==> src/rtl/tmr_pkg.sv <==
// Constants, register map and mode encodings for the reload/capture/baud timer
// Overview of operation
// - Four byte registers: count low/high and reload/capture low/high, forming 16 bits.
// - Run clear means off; else, with both clock selects clear, capture select picks autoreload or capture.
// - Either serial clock select set with run set gives baud mode.
// - Trigger enable bit 3 decides whether trigger falling edges matter.
// - Autoreload rollover sets overflow flag and loads count from reload pair.
// - Autoreload with trigger enabled: falling trigger edge reloads and sets external flag.
// - Capture mode counts 16 bits; overflow sets flag bit 7, may interrupt.
// - Capture mode with trigger enabled: falling edge copies count into capture bytes.
// - That capture edge sets external flag bit 6, which may interrupt.
// - Baud mode never sets the overflow flag.
// - Baud mode still sets external flag on enabled trigger edges.
// - Run bit starts timer when set, stops it when cleared.
// - Counter select picks external count pin events, else core clock.
// - Clock selects route overflow pulses to serial receive and transmit clocks.
package tmr_pkg;
    // Register indices; printed offsets are not all multiples of four, so byte address = index * 4
    localparam logic [7:0] IDX_CONTROL = 8'hc8;
    localparam logic [7:0] IDX_RELOAD_LOW = 8'hca;
    localparam logic [7:0] IDX_RELOAD_HIGH = 8'hcb;
    localparam logic [7:0] IDX_COUNT_LOW = 8'hcc;
    localparam logic [7:0] IDX_COUNT_HIGH = 8'hcd;
    localparam logic [7:0] IDX_IRQ_STATUS = 8'hd0;
    localparam logic [7:0] IDX_IRQ_MASK = 8'hd1;
    localparam int ADDR_W = 10;
    // Control register fields
    localparam int BIT_CAPTURE_SELECT = 0;
    localparam int BIT_TIMER_COUNTER_SELECT = 1;
    localparam int BIT_RUN_CONTROL = 2;
    localparam int BIT_EXTERNAL_TRIGGER_ENABLE = 3;
    localparam int BIT_TRANSMIT_CLOCK_SELECT = 4;
    localparam int BIT_RECEIVE_CLOCK_SELECT = 5;
    localparam int BIT_EXTERNAL_FLAG = 6;
    localparam int BIT_OVERFLOW_FLAG = 7;
    // Interrupt status / mask fields
    localparam int IRQ_OVERFLOW = 0;
    localparam int IRQ_EXTERNAL = 1;
    localparam int IRQ_W = 2;
    localparam logic [7:0] RST_BYTE = 8'h00;
    localparam logic [15:0] MAX_COUNT = 16'hffff;
    localparam logic [1:0] RESP_OKAY = 2'b00;
    localparam logic [1:0] RESP_SLVERR = 2'b10;
    // Operating modes, Gray coded
    typedef enum logic [1:0] {
        TMR_OFF = 2'b00,
        TMR_RELOAD = 2'b01,
        TMR_CAPTURE = 2'b11,
        TMR_BAUD = 2'b10
    } tmr_mode_t;
endpackage

==> src/rtl/tmr_fall_det.sv <==
// Falling edge detector for a synchronous input pin
`timescale 1ns/10ps
module tmr_fall_det (
    input wire logic i_ref_clk,
    input wire logic i_rst_n,
    input wire logic i_pin,
    output logic o_fall
);
    logic prev_q;

    // Previous sample; reset high, so a pin already low at release reads as a falling edge
    always_ff @(posedge i_ref_clk or negedge i_rst_n) begin
        if (!i_rst_n) begin
            prev_q <= 1'b1;
        end else begin
            prev_q <= i_pin;
        end
    end

    assign o_fall = prev_q & ~i_pin;
endmodule // tmr_fall_det

==> src/rtl/tmr_timer2.sv <==
// Sixteen-bit reload/capture/baud timer with AXI4-Lite register slave
//
// The AXI4-Lite register port was left to the implementer.
`timescale 1ns/10ps
module tmr_timer2 (
    input wire logic i_ref_clk,
    input wire logic i_rst_n,
    input wire logic [9:0] i_awaddr,
    input wire logic i_awvalid,
    output logic o_awready,
    input wire logic [31:0] i_wdata,
    input wire logic [3:0] i_wstrb,
    input wire logic i_wvalid,
    output logic o_wready,
    output logic [1:0] o_bresp,
    output logic o_bvalid,
    input wire logic i_bready,
    input wire logic [9:0] i_araddr,
    input wire logic i_arvalid,
    output logic o_arready,
    output logic [31:0] o_rdata,
    output logic [1:0] o_rresp,
    output logic o_rvalid,
    input wire logic i_rready,
    input wire logic i_external_count_pin,
    input wire logic i_external_trigger_input,
    output logic o_rx_baud_pulse,
    output logic o_tx_baud_pulse,
    output logic o_rx_clock_from_timer,
    output logic o_tx_clock_from_timer,
    output logic o_irq
);
    logic [7:0] ctrl_q;
    logic [7:0] rcap_lo_q;
    logic [7:0] rcap_hi_q;
    logic [15:0] count_q;
    logic [1:0] irq_stat_q;
    logic [1:0] irq_mask_q;
    logic aw_held_q;
    logic w_held_q;
    logic [9:0] awaddr_q;
    logic [31:0] wdata_q;
    logic [3:0] wstrb_q;
    logic bvalid_q;
    logic [1:0] bresp_q;
    logic rvalid_q;
    logic [31:0] rdata_q;
    logic [1:0] rresp_q;
    logic rx_pulse_q;
    logic tx_pulse_q;
    logic trig_fall;
    logic count_fall;
    logic tick;
    logic rollover;
    logic trig_event;
    logic wr_fire;
    logic wr_lane0;
    logic [7:0] wr_byte;
    logic set_ovf;
    logic set_ext;
    tmr_pkg::tmr_mode_t mode;

    // Map a byte address to a register index; a misaligned address gives all ones
    function automatic logic [7:0] reg_index(input logic [9:0] addr);
        if (addr[1:0] != 2'b00) begin
            reg_index = 8'hff;
        end else begin
            reg_index = addr[9:2];
        end
    endfunction

    function automatic logic is_mapped(input logic [7:0] idx);
        is_mapped = (idx == tmr_pkg::IDX_CONTROL) || (idx == tmr_pkg::IDX_RELOAD_LOW) ||
                    (idx == tmr_pkg::IDX_RELOAD_HIGH) || (idx == tmr_pkg::IDX_COUNT_LOW) ||
                    (idx == tmr_pkg::IDX_COUNT_HIGH) || (idx == tmr_pkg::IDX_IRQ_STATUS) ||
                    (idx == tmr_pkg::IDX_IRQ_MASK);
    endfunction

    // Edge detectors for trigger and count pins
    tmr_fall_det u_trig_det (
        .i_ref_clk(i_ref_clk),
        .i_rst_n(i_rst_n),
        .i_pin(i_external_trigger_input),
        .o_fall(trig_fall)
    );
    tmr_fall_det u_count_det (
        .i_ref_clk(i_ref_clk),
        .i_rst_n(i_rst_n),
        .i_pin(i_external_count_pin),
        .o_fall(count_fall)
    );

    // Mode decode from control bits
    always_comb begin
        if (!ctrl_q[tmr_pkg::BIT_RUN_CONTROL]) begin
            mode = tmr_pkg::TMR_OFF;
        end else if (ctrl_q[tmr_pkg::BIT_RECEIVE_CLOCK_SELECT] || ctrl_q[tmr_pkg::BIT_TRANSMIT_CLOCK_SELECT]) begin
            mode = tmr_pkg::TMR_BAUD;
        end else if (ctrl_q[tmr_pkg::BIT_CAPTURE_SELECT]) begin
            mode = tmr_pkg::TMR_CAPTURE;
        end else begin
            mode = tmr_pkg::TMR_RELOAD;
        end
    end

    // Count source: core clock every cycle, or pin falling edges
    assign tick = (mode != tmr_pkg::TMR_OFF) &&
                  (ctrl_q[tmr_pkg::BIT_TIMER_COUNTER_SELECT] ? count_fall : 1'b1);
    assign rollover = tick && (count_q == tmr_pkg::MAX_COUNT);
    assign trig_event = trig_fall && ctrl_q[tmr_pkg::BIT_EXTERNAL_TRIGGER_ENABLE];
    assign set_ovf = rollover && (mode != tmr_pkg::TMR_BAUD);
    assign set_ext = trig_event && (mode != tmr_pkg::TMR_OFF);

    // Bus write commits when both address and data are held and response slot is free
    assign wr_fire = aw_held_q && w_held_q && !bvalid_q;
    assign wr_lane0 = wr_fire && wstrb_q[0] && is_mapped(reg_index(awaddr_q));
    assign wr_byte = wdata_q[7:0];

    // Write address channel capture
    always_ff @(posedge i_ref_clk or negedge i_rst_n) begin
        if (!i_rst_n) begin
            aw_held_q <= 1'b0;
            awaddr_q <= '0;
        end else if (i_awvalid && o_awready) begin
            aw_held_q <= 1'b1;
            awaddr_q <= i_awaddr;
        end else if (wr_fire) begin
            aw_held_q <= 1'b0;
        end
    end

    // Write data channel capture, independent of address order
    always_ff @(posedge i_ref_clk or negedge i_rst_n) begin
        if (!i_rst_n) begin
            w_held_q <= 1'b0;
            wdata_q <= '0;
            wstrb_q <= '0;
        end else if (i_wvalid && o_wready) begin
            w_held_q <= 1'b1;
            wdata_q <= i_wdata;
            wstrb_q <= i_wstrb;
        end else if (wr_fire) begin
            w_held_q <= 1'b0;
        end
    end

    assign o_awready = !aw_held_q;
    assign o_wready = !w_held_q;

    // Write response
    always_ff @(posedge i_ref_clk or negedge i_rst_n) begin
        if (!i_rst_n) begin
            bvalid_q <= 1'b0;
            bresp_q <= tmr_pkg::RESP_OKAY;
        end else if (wr_fire) begin
            bvalid_q <= 1'b1;
            bresp_q <= is_mapped(reg_index(awaddr_q)) ? tmr_pkg::RESP_OKAY : tmr_pkg::RESP_SLVERR;
        end else if (i_bready) begin
            bvalid_q <= 1'b0;
        end
    end

    assign o_bvalid = bvalid_q;
    assign o_bresp = bresp_q;

    // Control register; hardware flag set wins over a software write of zero
    always_ff @(posedge i_ref_clk or negedge i_rst_n) begin
        if (!i_rst_n) begin
            ctrl_q <= tmr_pkg::RST_BYTE;
        end else begin
            if (wr_lane0 && reg_index(awaddr_q) == tmr_pkg::IDX_CONTROL) begin
                ctrl_q <= wr_byte;
            end
            if (set_ovf) begin
                ctrl_q[tmr_pkg::BIT_OVERFLOW_FLAG] <= 1'b1;
            end
            if (set_ext) begin
                ctrl_q[tmr_pkg::BIT_EXTERNAL_FLAG] <= 1'b1;
            end
        end
    end

    // Counter: reload on rollover/trigger in reload mode, on rollover only in baud mode; software write otherwise
    always_ff @(posedge i_ref_clk or negedge i_rst_n) begin
        if (!i_rst_n) begin
            count_q <= {tmr_pkg::RST_BYTE, tmr_pkg::RST_BYTE};
        end else if ((mode == tmr_pkg::TMR_RELOAD && (rollover || trig_event)) ||
                     (mode == tmr_pkg::TMR_BAUD && rollover)) begin
            count_q <= {rcap_hi_q, rcap_lo_q};
        end else if (wr_lane0 && reg_index(awaddr_q) == tmr_pkg::IDX_COUNT_LOW) begin
            count_q[7:0] <= wr_byte;
        end else if (wr_lane0 && reg_index(awaddr_q) == tmr_pkg::IDX_COUNT_HIGH) begin
            count_q[15:8] <= wr_byte;
        end else if (tick) begin
            count_q <= count_q + 16'h0001;
        end
    end

    // Reload/capture pair; a capture edge takes priority over a software write
    always_ff @(posedge i_ref_clk or negedge i_rst_n) begin
        if (!i_rst_n) begin
            rcap_lo_q <= tmr_pkg::RST_BYTE;
            rcap_hi_q <= tmr_pkg::RST_BYTE;
        end else if (mode == tmr_pkg::TMR_CAPTURE && trig_event) begin
            rcap_lo_q <= count_q[7:0];
            rcap_hi_q <= count_q[15:8];
        end else if (wr_lane0 && reg_index(awaddr_q) == tmr_pkg::IDX_RELOAD_LOW) begin
            rcap_lo_q <= wr_byte;
        end else if (wr_lane0 && reg_index(awaddr_q) == tmr_pkg::IDX_RELOAD_HIGH) begin
            rcap_hi_q <= wr_byte;
        end
    end

    // Sticky interrupt status, write one to clear; new event wins over clear
    always_ff @(posedge i_ref_clk or negedge i_rst_n) begin
        if (!i_rst_n) begin
            irq_stat_q <= '0;
            irq_mask_q <= '0;
        end else begin
            if (wr_lane0 && reg_index(awaddr_q) == tmr_pkg::IDX_IRQ_MASK) begin
                irq_mask_q <= wr_byte[tmr_pkg::IRQ_W-1:0];
            end
            irq_stat_q <= (irq_stat_q & ~((wr_lane0 && reg_index(awaddr_q) == tmr_pkg::IDX_IRQ_STATUS) ?
                          wr_byte[tmr_pkg::IRQ_W-1:0] : 2'b00)) | {set_ext, set_ovf};
        end
    end

    assign o_irq = |(irq_stat_q & irq_mask_q);

    // Baud pulses to the serial port, one cycle per rollover
    always_ff @(posedge i_ref_clk or negedge i_rst_n) begin
        if (!i_rst_n) begin
            rx_pulse_q <= 1'b0;
            tx_pulse_q <= 1'b0;
        end else begin
            rx_pulse_q <= rollover && ctrl_q[tmr_pkg::BIT_RECEIVE_CLOCK_SELECT];
            tx_pulse_q <= rollover && ctrl_q[tmr_pkg::BIT_TRANSMIT_CLOCK_SELECT];
        end
    end

    assign o_rx_baud_pulse = rx_pulse_q;
    assign o_tx_baud_pulse = tx_pulse_q;
    assign o_rx_clock_from_timer = ctrl_q[tmr_pkg::BIT_RECEIVE_CLOCK_SELECT];
    assign o_tx_clock_from_timer = ctrl_q[tmr_pkg::BIT_TRANSMIT_CLOCK_SELECT];

    // Read channel: one-cycle registered answer, held until rready
    always_ff @(posedge i_ref_clk or negedge i_rst_n) begin
        if (!i_rst_n) begin
            rvalid_q <= 1'b0;
            rdata_q <= '0;
            rresp_q <= tmr_pkg::RESP_OKAY;
        end else if (i_arvalid && o_arready) begin
            rvalid_q <= 1'b1;
            rresp_q <= is_mapped(reg_index(i_araddr)) ? tmr_pkg::RESP_OKAY : tmr_pkg::RESP_SLVERR;
            case (reg_index(i_araddr))
                tmr_pkg::IDX_CONTROL: rdata_q <= {24'h000000, ctrl_q};
                tmr_pkg::IDX_RELOAD_LOW: rdata_q <= {24'h000000, rcap_lo_q};
                tmr_pkg::IDX_RELOAD_HIGH: rdata_q <= {24'h000000, rcap_hi_q};
                tmr_pkg::IDX_COUNT_LOW: rdata_q <= {24'h000000, count_q[7:0]};
                tmr_pkg::IDX_COUNT_HIGH: rdata_q <= {24'h000000, count_q[15:8]};
                tmr_pkg::IDX_IRQ_STATUS: rdata_q <= {30'h0, irq_stat_q};
                tmr_pkg::IDX_IRQ_MASK: rdata_q <= {30'h0, irq_mask_q};
                default: rdata_q <= 32'h00000000;
            endcase
        end else if (i_rready) begin
            rvalid_q <= 1'b0;
        end
    end

    assign o_arready = !rvalid_q;
    assign o_rvalid = rvalid_q;
    assign o_rdata = rdata_q;
    assign o_rresp = rresp_q;
endmodule // tmr_timer2

==> config.mk <==
export PLATFORM = sky130hd
export DESIGN_NAME = tmr_timer2
export DESIGN_NICKNAME = d
export VERILOG_FILES = /design/src/rtl/tmr_pkg.sv /design/src/rtl/tmr_fall_det.sv /design/src/rtl/tmr_timer2.sv
export SDC_FILE = /design/constraint.sdc
export NUM_CORES = 1
export LEC_CHECK = 0
export BUFFER_PORTS_ARGS = -buffer_cell sky130_fd_sc_hd__buf_2
export CELL_PAD_IN_SITES_DETAIL_PLACEMENT = 1
export CELL_PAD_IN_SITES_GLOBAL_PLACEMENT = 2
export CORE_MARGIN = 2
export CORE_UTILIZATION = 34
export CTS_BUF_LIST = sky130_fd_sc_hd__clkbuf_2 sky130_fd_sc_hd__clkbuf_4 sky130_fd_sc_hd__clkbuf_8
export CTS_CLUSTER_SIZE = 25
export DETAILED_ROUTE_END_ITERATION = 10
export PLACE_DENSITY = 0.8
export SYNTH_ARGS = -nofsm -noshare
export SYNTH_HDL_FRONTEND = slang
export SYNTH_SLANG_ARGS = --single-unit
==> constraint.sdc <==
create_clock -name i_ref_clk -period 2.6 [get_ports i_ref_clk]
set_clock_uncertainty 0.2 [all_clocks]
set_input_delay 0.52 -clock i_ref_clk [delete_from_list [all_inputs] [get_ports i_ref_clk]]
set_output_delay 0.52 -clock i_ref_clk [all_outputs]
set_load 0.1 [all_outputs]
==> impl_metrics.ini <==
[run_status]
status = complete, no violations

[sta]
hold_violations = 0
fmaxAchievable_mhz = 410.6
finalWorstSetupSlack_ns = 0.1644
max_slew_margin = 0.6177
tightest_slew_ns = 0.5720
slew_viol_final = 0
min_period_over_period = 0.9368
rsz0062_at_grt = no
finalSetupViolations = 0
min_period_ns = 2.436
setup_tns_ns = 0

[yosys]
yosysUniqueCellTypes = 56
synth_area_sq_mm = 0.004621
syn_inst = 491
avgSynthCellArea_sq_um = 9.411
synth_warnings = 0
ys_seq_area_frac = 0.4392
synth-edff-count = 0
ys.flop_type = dfrtp_1
ys_seq_elements = 81
async_flop_share = 1.000

[finish]
drive_above_1_share = 0.2416
fin_util = 0.4028
n_antenna_cell = 0
fin_nets = 629
areaGrowthSynthToFinish_pct = 15.43
nFillCells = 1598
fin_area_sq_mm = 0.005334

[setup_path]
critical_path_depth = 7
path_max_fanout = 8
cp-end-kind = flip-flop
r2r.worst_path.cells = 7
path_buf_inv = 1
cp_top_family = simple AND/OR/NAND/NOR gates
cp_slowest_cell = or4b_4
crit_chain = or4b_4, nor4_4, buf_4, nor2_2, a32oi_1, mux2i_1, a211oi_2
timing.critical_path.required_ns = 2.67
cp-start-kind = flip-flop
crit_arrival_ns = 2.51
crit_path_max_incr_delay_ns = 0.60
criticalPathCategory = reg -> reg

[clocking]
postCtsSetupBuffers = 0
cts_tree = built
hold_buffers = 1
cts_resized = 0
clockBufferDepth = 2
cts_buffers = 9
clk_pin_slew_ns = 0.08
cts-root-buf = clkbuf_8
cts.sinks = 81
ctsHtreeMaxLevel = 3
clk_latency_ns = 0.36

[floorplan]
dieArea_sq_mm = 0.01454
die_w_microns = 120.6
io_pins = 111
fp.dieH_microns = 120.6
start_util = 0.3489
num_rows = 42
core_sq_mm = 0.01324

[global_routing]
grt_usage = 0.1964
grt_pass1_vias = 4089
antenna_found_initial = 0
overflow = 0
grt_max_degree = 38
grt_first_pass_wirelength_microns = 22180

[route]
routedWlPerCell_microns = 18.00
drc = 0
firstDrtPassIters = 4
ant_nets = 0
vias = 3912
viasPerCell = 5.265
drt_iter0_markers = 180
drt-total-wl_microns = 13370

[min_path]
hold_depth = 1
hold_path.class = in -> reg

[placed_design]
hpwl_microns = 10140
place_congestion = 0.8577
placed_area_sq_mm = 0.005144
io_buffer_count = 57
pre_cts_ws_ns = 0.1569

[power]
ir_drop_v = 0.0006118
p_leak_nw = 2.325
p_per_area_mw_per_mm2 = 693.3

[job]
cap_viol_max_count = 0
[worst paths after layout]
path,startpoint,end,slack [ns]
setup / recovery,awaddr_q[1],count_q[7],0.16
hold / removal,i_external_count_pin,u_count_det.prev_q,0.07
setup reg to reg,awaddr_q[1],count_q[7],0.16
hold reg to reg,o_bresp[1],o_bresp[1],0.28
max in group asynchronous,i_rst_n,count_q[12],0.99
min in group asynchronous,i_rst_n,o_bvalid,0.48
[flip-flops by register name (all words and copies together) (netlist names), 2 cells and up]
| register | flops |
|---|---|
| ctrl_q | 8 |
| count_q | 16 |
| rcap_hi_q | 8 |
| o_rdata | 8 |
| irq_mask_q | 2 |
| awaddr_q | 10 |
| rcap_lo_q | 8 |
| irq_stat_q | 2 |
| wdata_q | 8 |
[cells in the mapped netlist, types with 3 or more instances]
cell type | n | share of area
nor2_1 | 28 | 0.023
and3_1 | 3 | 0.0041
a31o_2 | 3 | 0.0057
o21ai_0 | 12 | 0.013
and2_1 | 8 | 0.011
mux2_1 | 3 | 0.0073
nand3_1 | 4 | 0.0043
o21a_1 | 3 | 0.0049
nand2b_1 | 3 | 0.0041
xor2_1 | 4 | 0.0076
clkbuf_1 | 17 | 0.014
buf_2 | 7 | 0.0076
buf_4 | 26 | 0.042
xnor2_1 | 4 | 0.0076
dfrtp_1 | 79 | 0.43
a21oi_1 | 22 | 0.024
mux2_2 | 23 | 0.056
a211oi_1 | 3 | 0.0049
o311ai_1 | 3 | 0.0057
nand2_1 | 69 | 0.056
nor2b_1 | 5 | 0.0068
nor3b_1 | 3 | 0.0049
o211ai_1 | 6 | 0.0097
o22ai_1 | 6 | 0.0081
o21ai_1 | 33 | 0.036
mux2i_1 | 37 | 0.080
nor4_1 | 4 | 0.0054
nor3_1 | 9 | 0.0097
a31oi_1 | 8 | 0.011
a32oi_1 | 3 | 0.0057
nor2_2 | 3 | 0.0041
inv_1 | 10 | 0.0081
nand4_1 | 6 | 0.0081
[layer usage]
| layer | global-route usage | part of all wire | up-vias |
|---|---|---|---|
| li1 | - | - | 1849 |
| met1 | 0.2668 | 0.47 | 1965 |
| met2 | 0.3210 | 0.48 | 84 |
| met3 | 0.03113 | 0.038 | 14 |
| met4 | 0.06323 | 0.013 | 0 |
| met5 | 0 | 0 | - |
[layout by cell type (no fill, tap or decap), drive strengths merged, types with 4 or more instances in the layout]
cell type,instances
buf,86
dfrtp,79
nand2,69
o21ai,45
mux2i,37
nor2,31
conb,26
mux2,26
a21oi,23
clkbuf,12
inv,10
nor3,9
and2,8
a31oi,8
nand4,6
o211ai,6
o22ai,6
nor2b,5
nor4,5
nand3,4
xor2,4
xnor2,4
a211oi,4
[cell families (layout without fill, tap and decap cells)]
family,Yosys count,in the layout,share of synthesized area
flip-flops,81,81,0.4392
other,1,26,0.0008116
adder cells (fa/ha/maj),1,1,0.002707
AND/OR/NAND/NOR,160,160,0.1711
multiplexers,63,63,0.1435
XOR/XNOR,8,8,0.01516
buffers and inverters,61,112,0.07257
AO/OA/AOI/OAI,116,116,0.1549
[report_power, final]
| group | switching, W | total [W] | internal, W |
|---|---|---|---|
| sequential | 0.000282 | 0.00174 | 0.00146 |
| combinational | 0.000741 | 0.00107 | 0.000331 |
| clock | 0.000467 | 0.000883 | 0.000416 |
| total | 0.00149 | 0.00370 | 0.00221 |
[stage by stage]
| stage | power [W] | cells | hold WS, ns |
|---|---|---|---|
| after floorplan | 0.002536 | 516 | 0.02441 |
| after global placement | 0.002808 | 727 | 0.2616 |
| after detailed placement | 0.002853 | 727 | 0.2643 |
| after CTS | 0.003738 | 743 | 0.05116 |
| after global routing | 0.003893 | 743 | 0.05266 |
| final | 0.003698 | 743 | 0.06783 |
[final cells by class]
cell class	count	area, sq um	share of cell area
sequential	81	2031	0.3807
tap	176	220.2	0.04129
timing repair buffer	87	515.5	0.09665
multi-input combinational	374	2350	0.4405
clock buffer	12	165.2	0.03096
inverter	10	37.54	0.007037
clock inverter	3	15.01	0.002815
[worst register-to-register path, delay by kind of cell (launching register included)]
family	cells	cell delay, ns
AO/OA/AOI/OAI	2	0.46
buffers and inverters	1	0.19
flip-flops	1	0.40
multiplexers	1	0.11
AND/OR/NAND/NOR	3	1.00
Note: power is estimated with default switching activity, not from simulation.
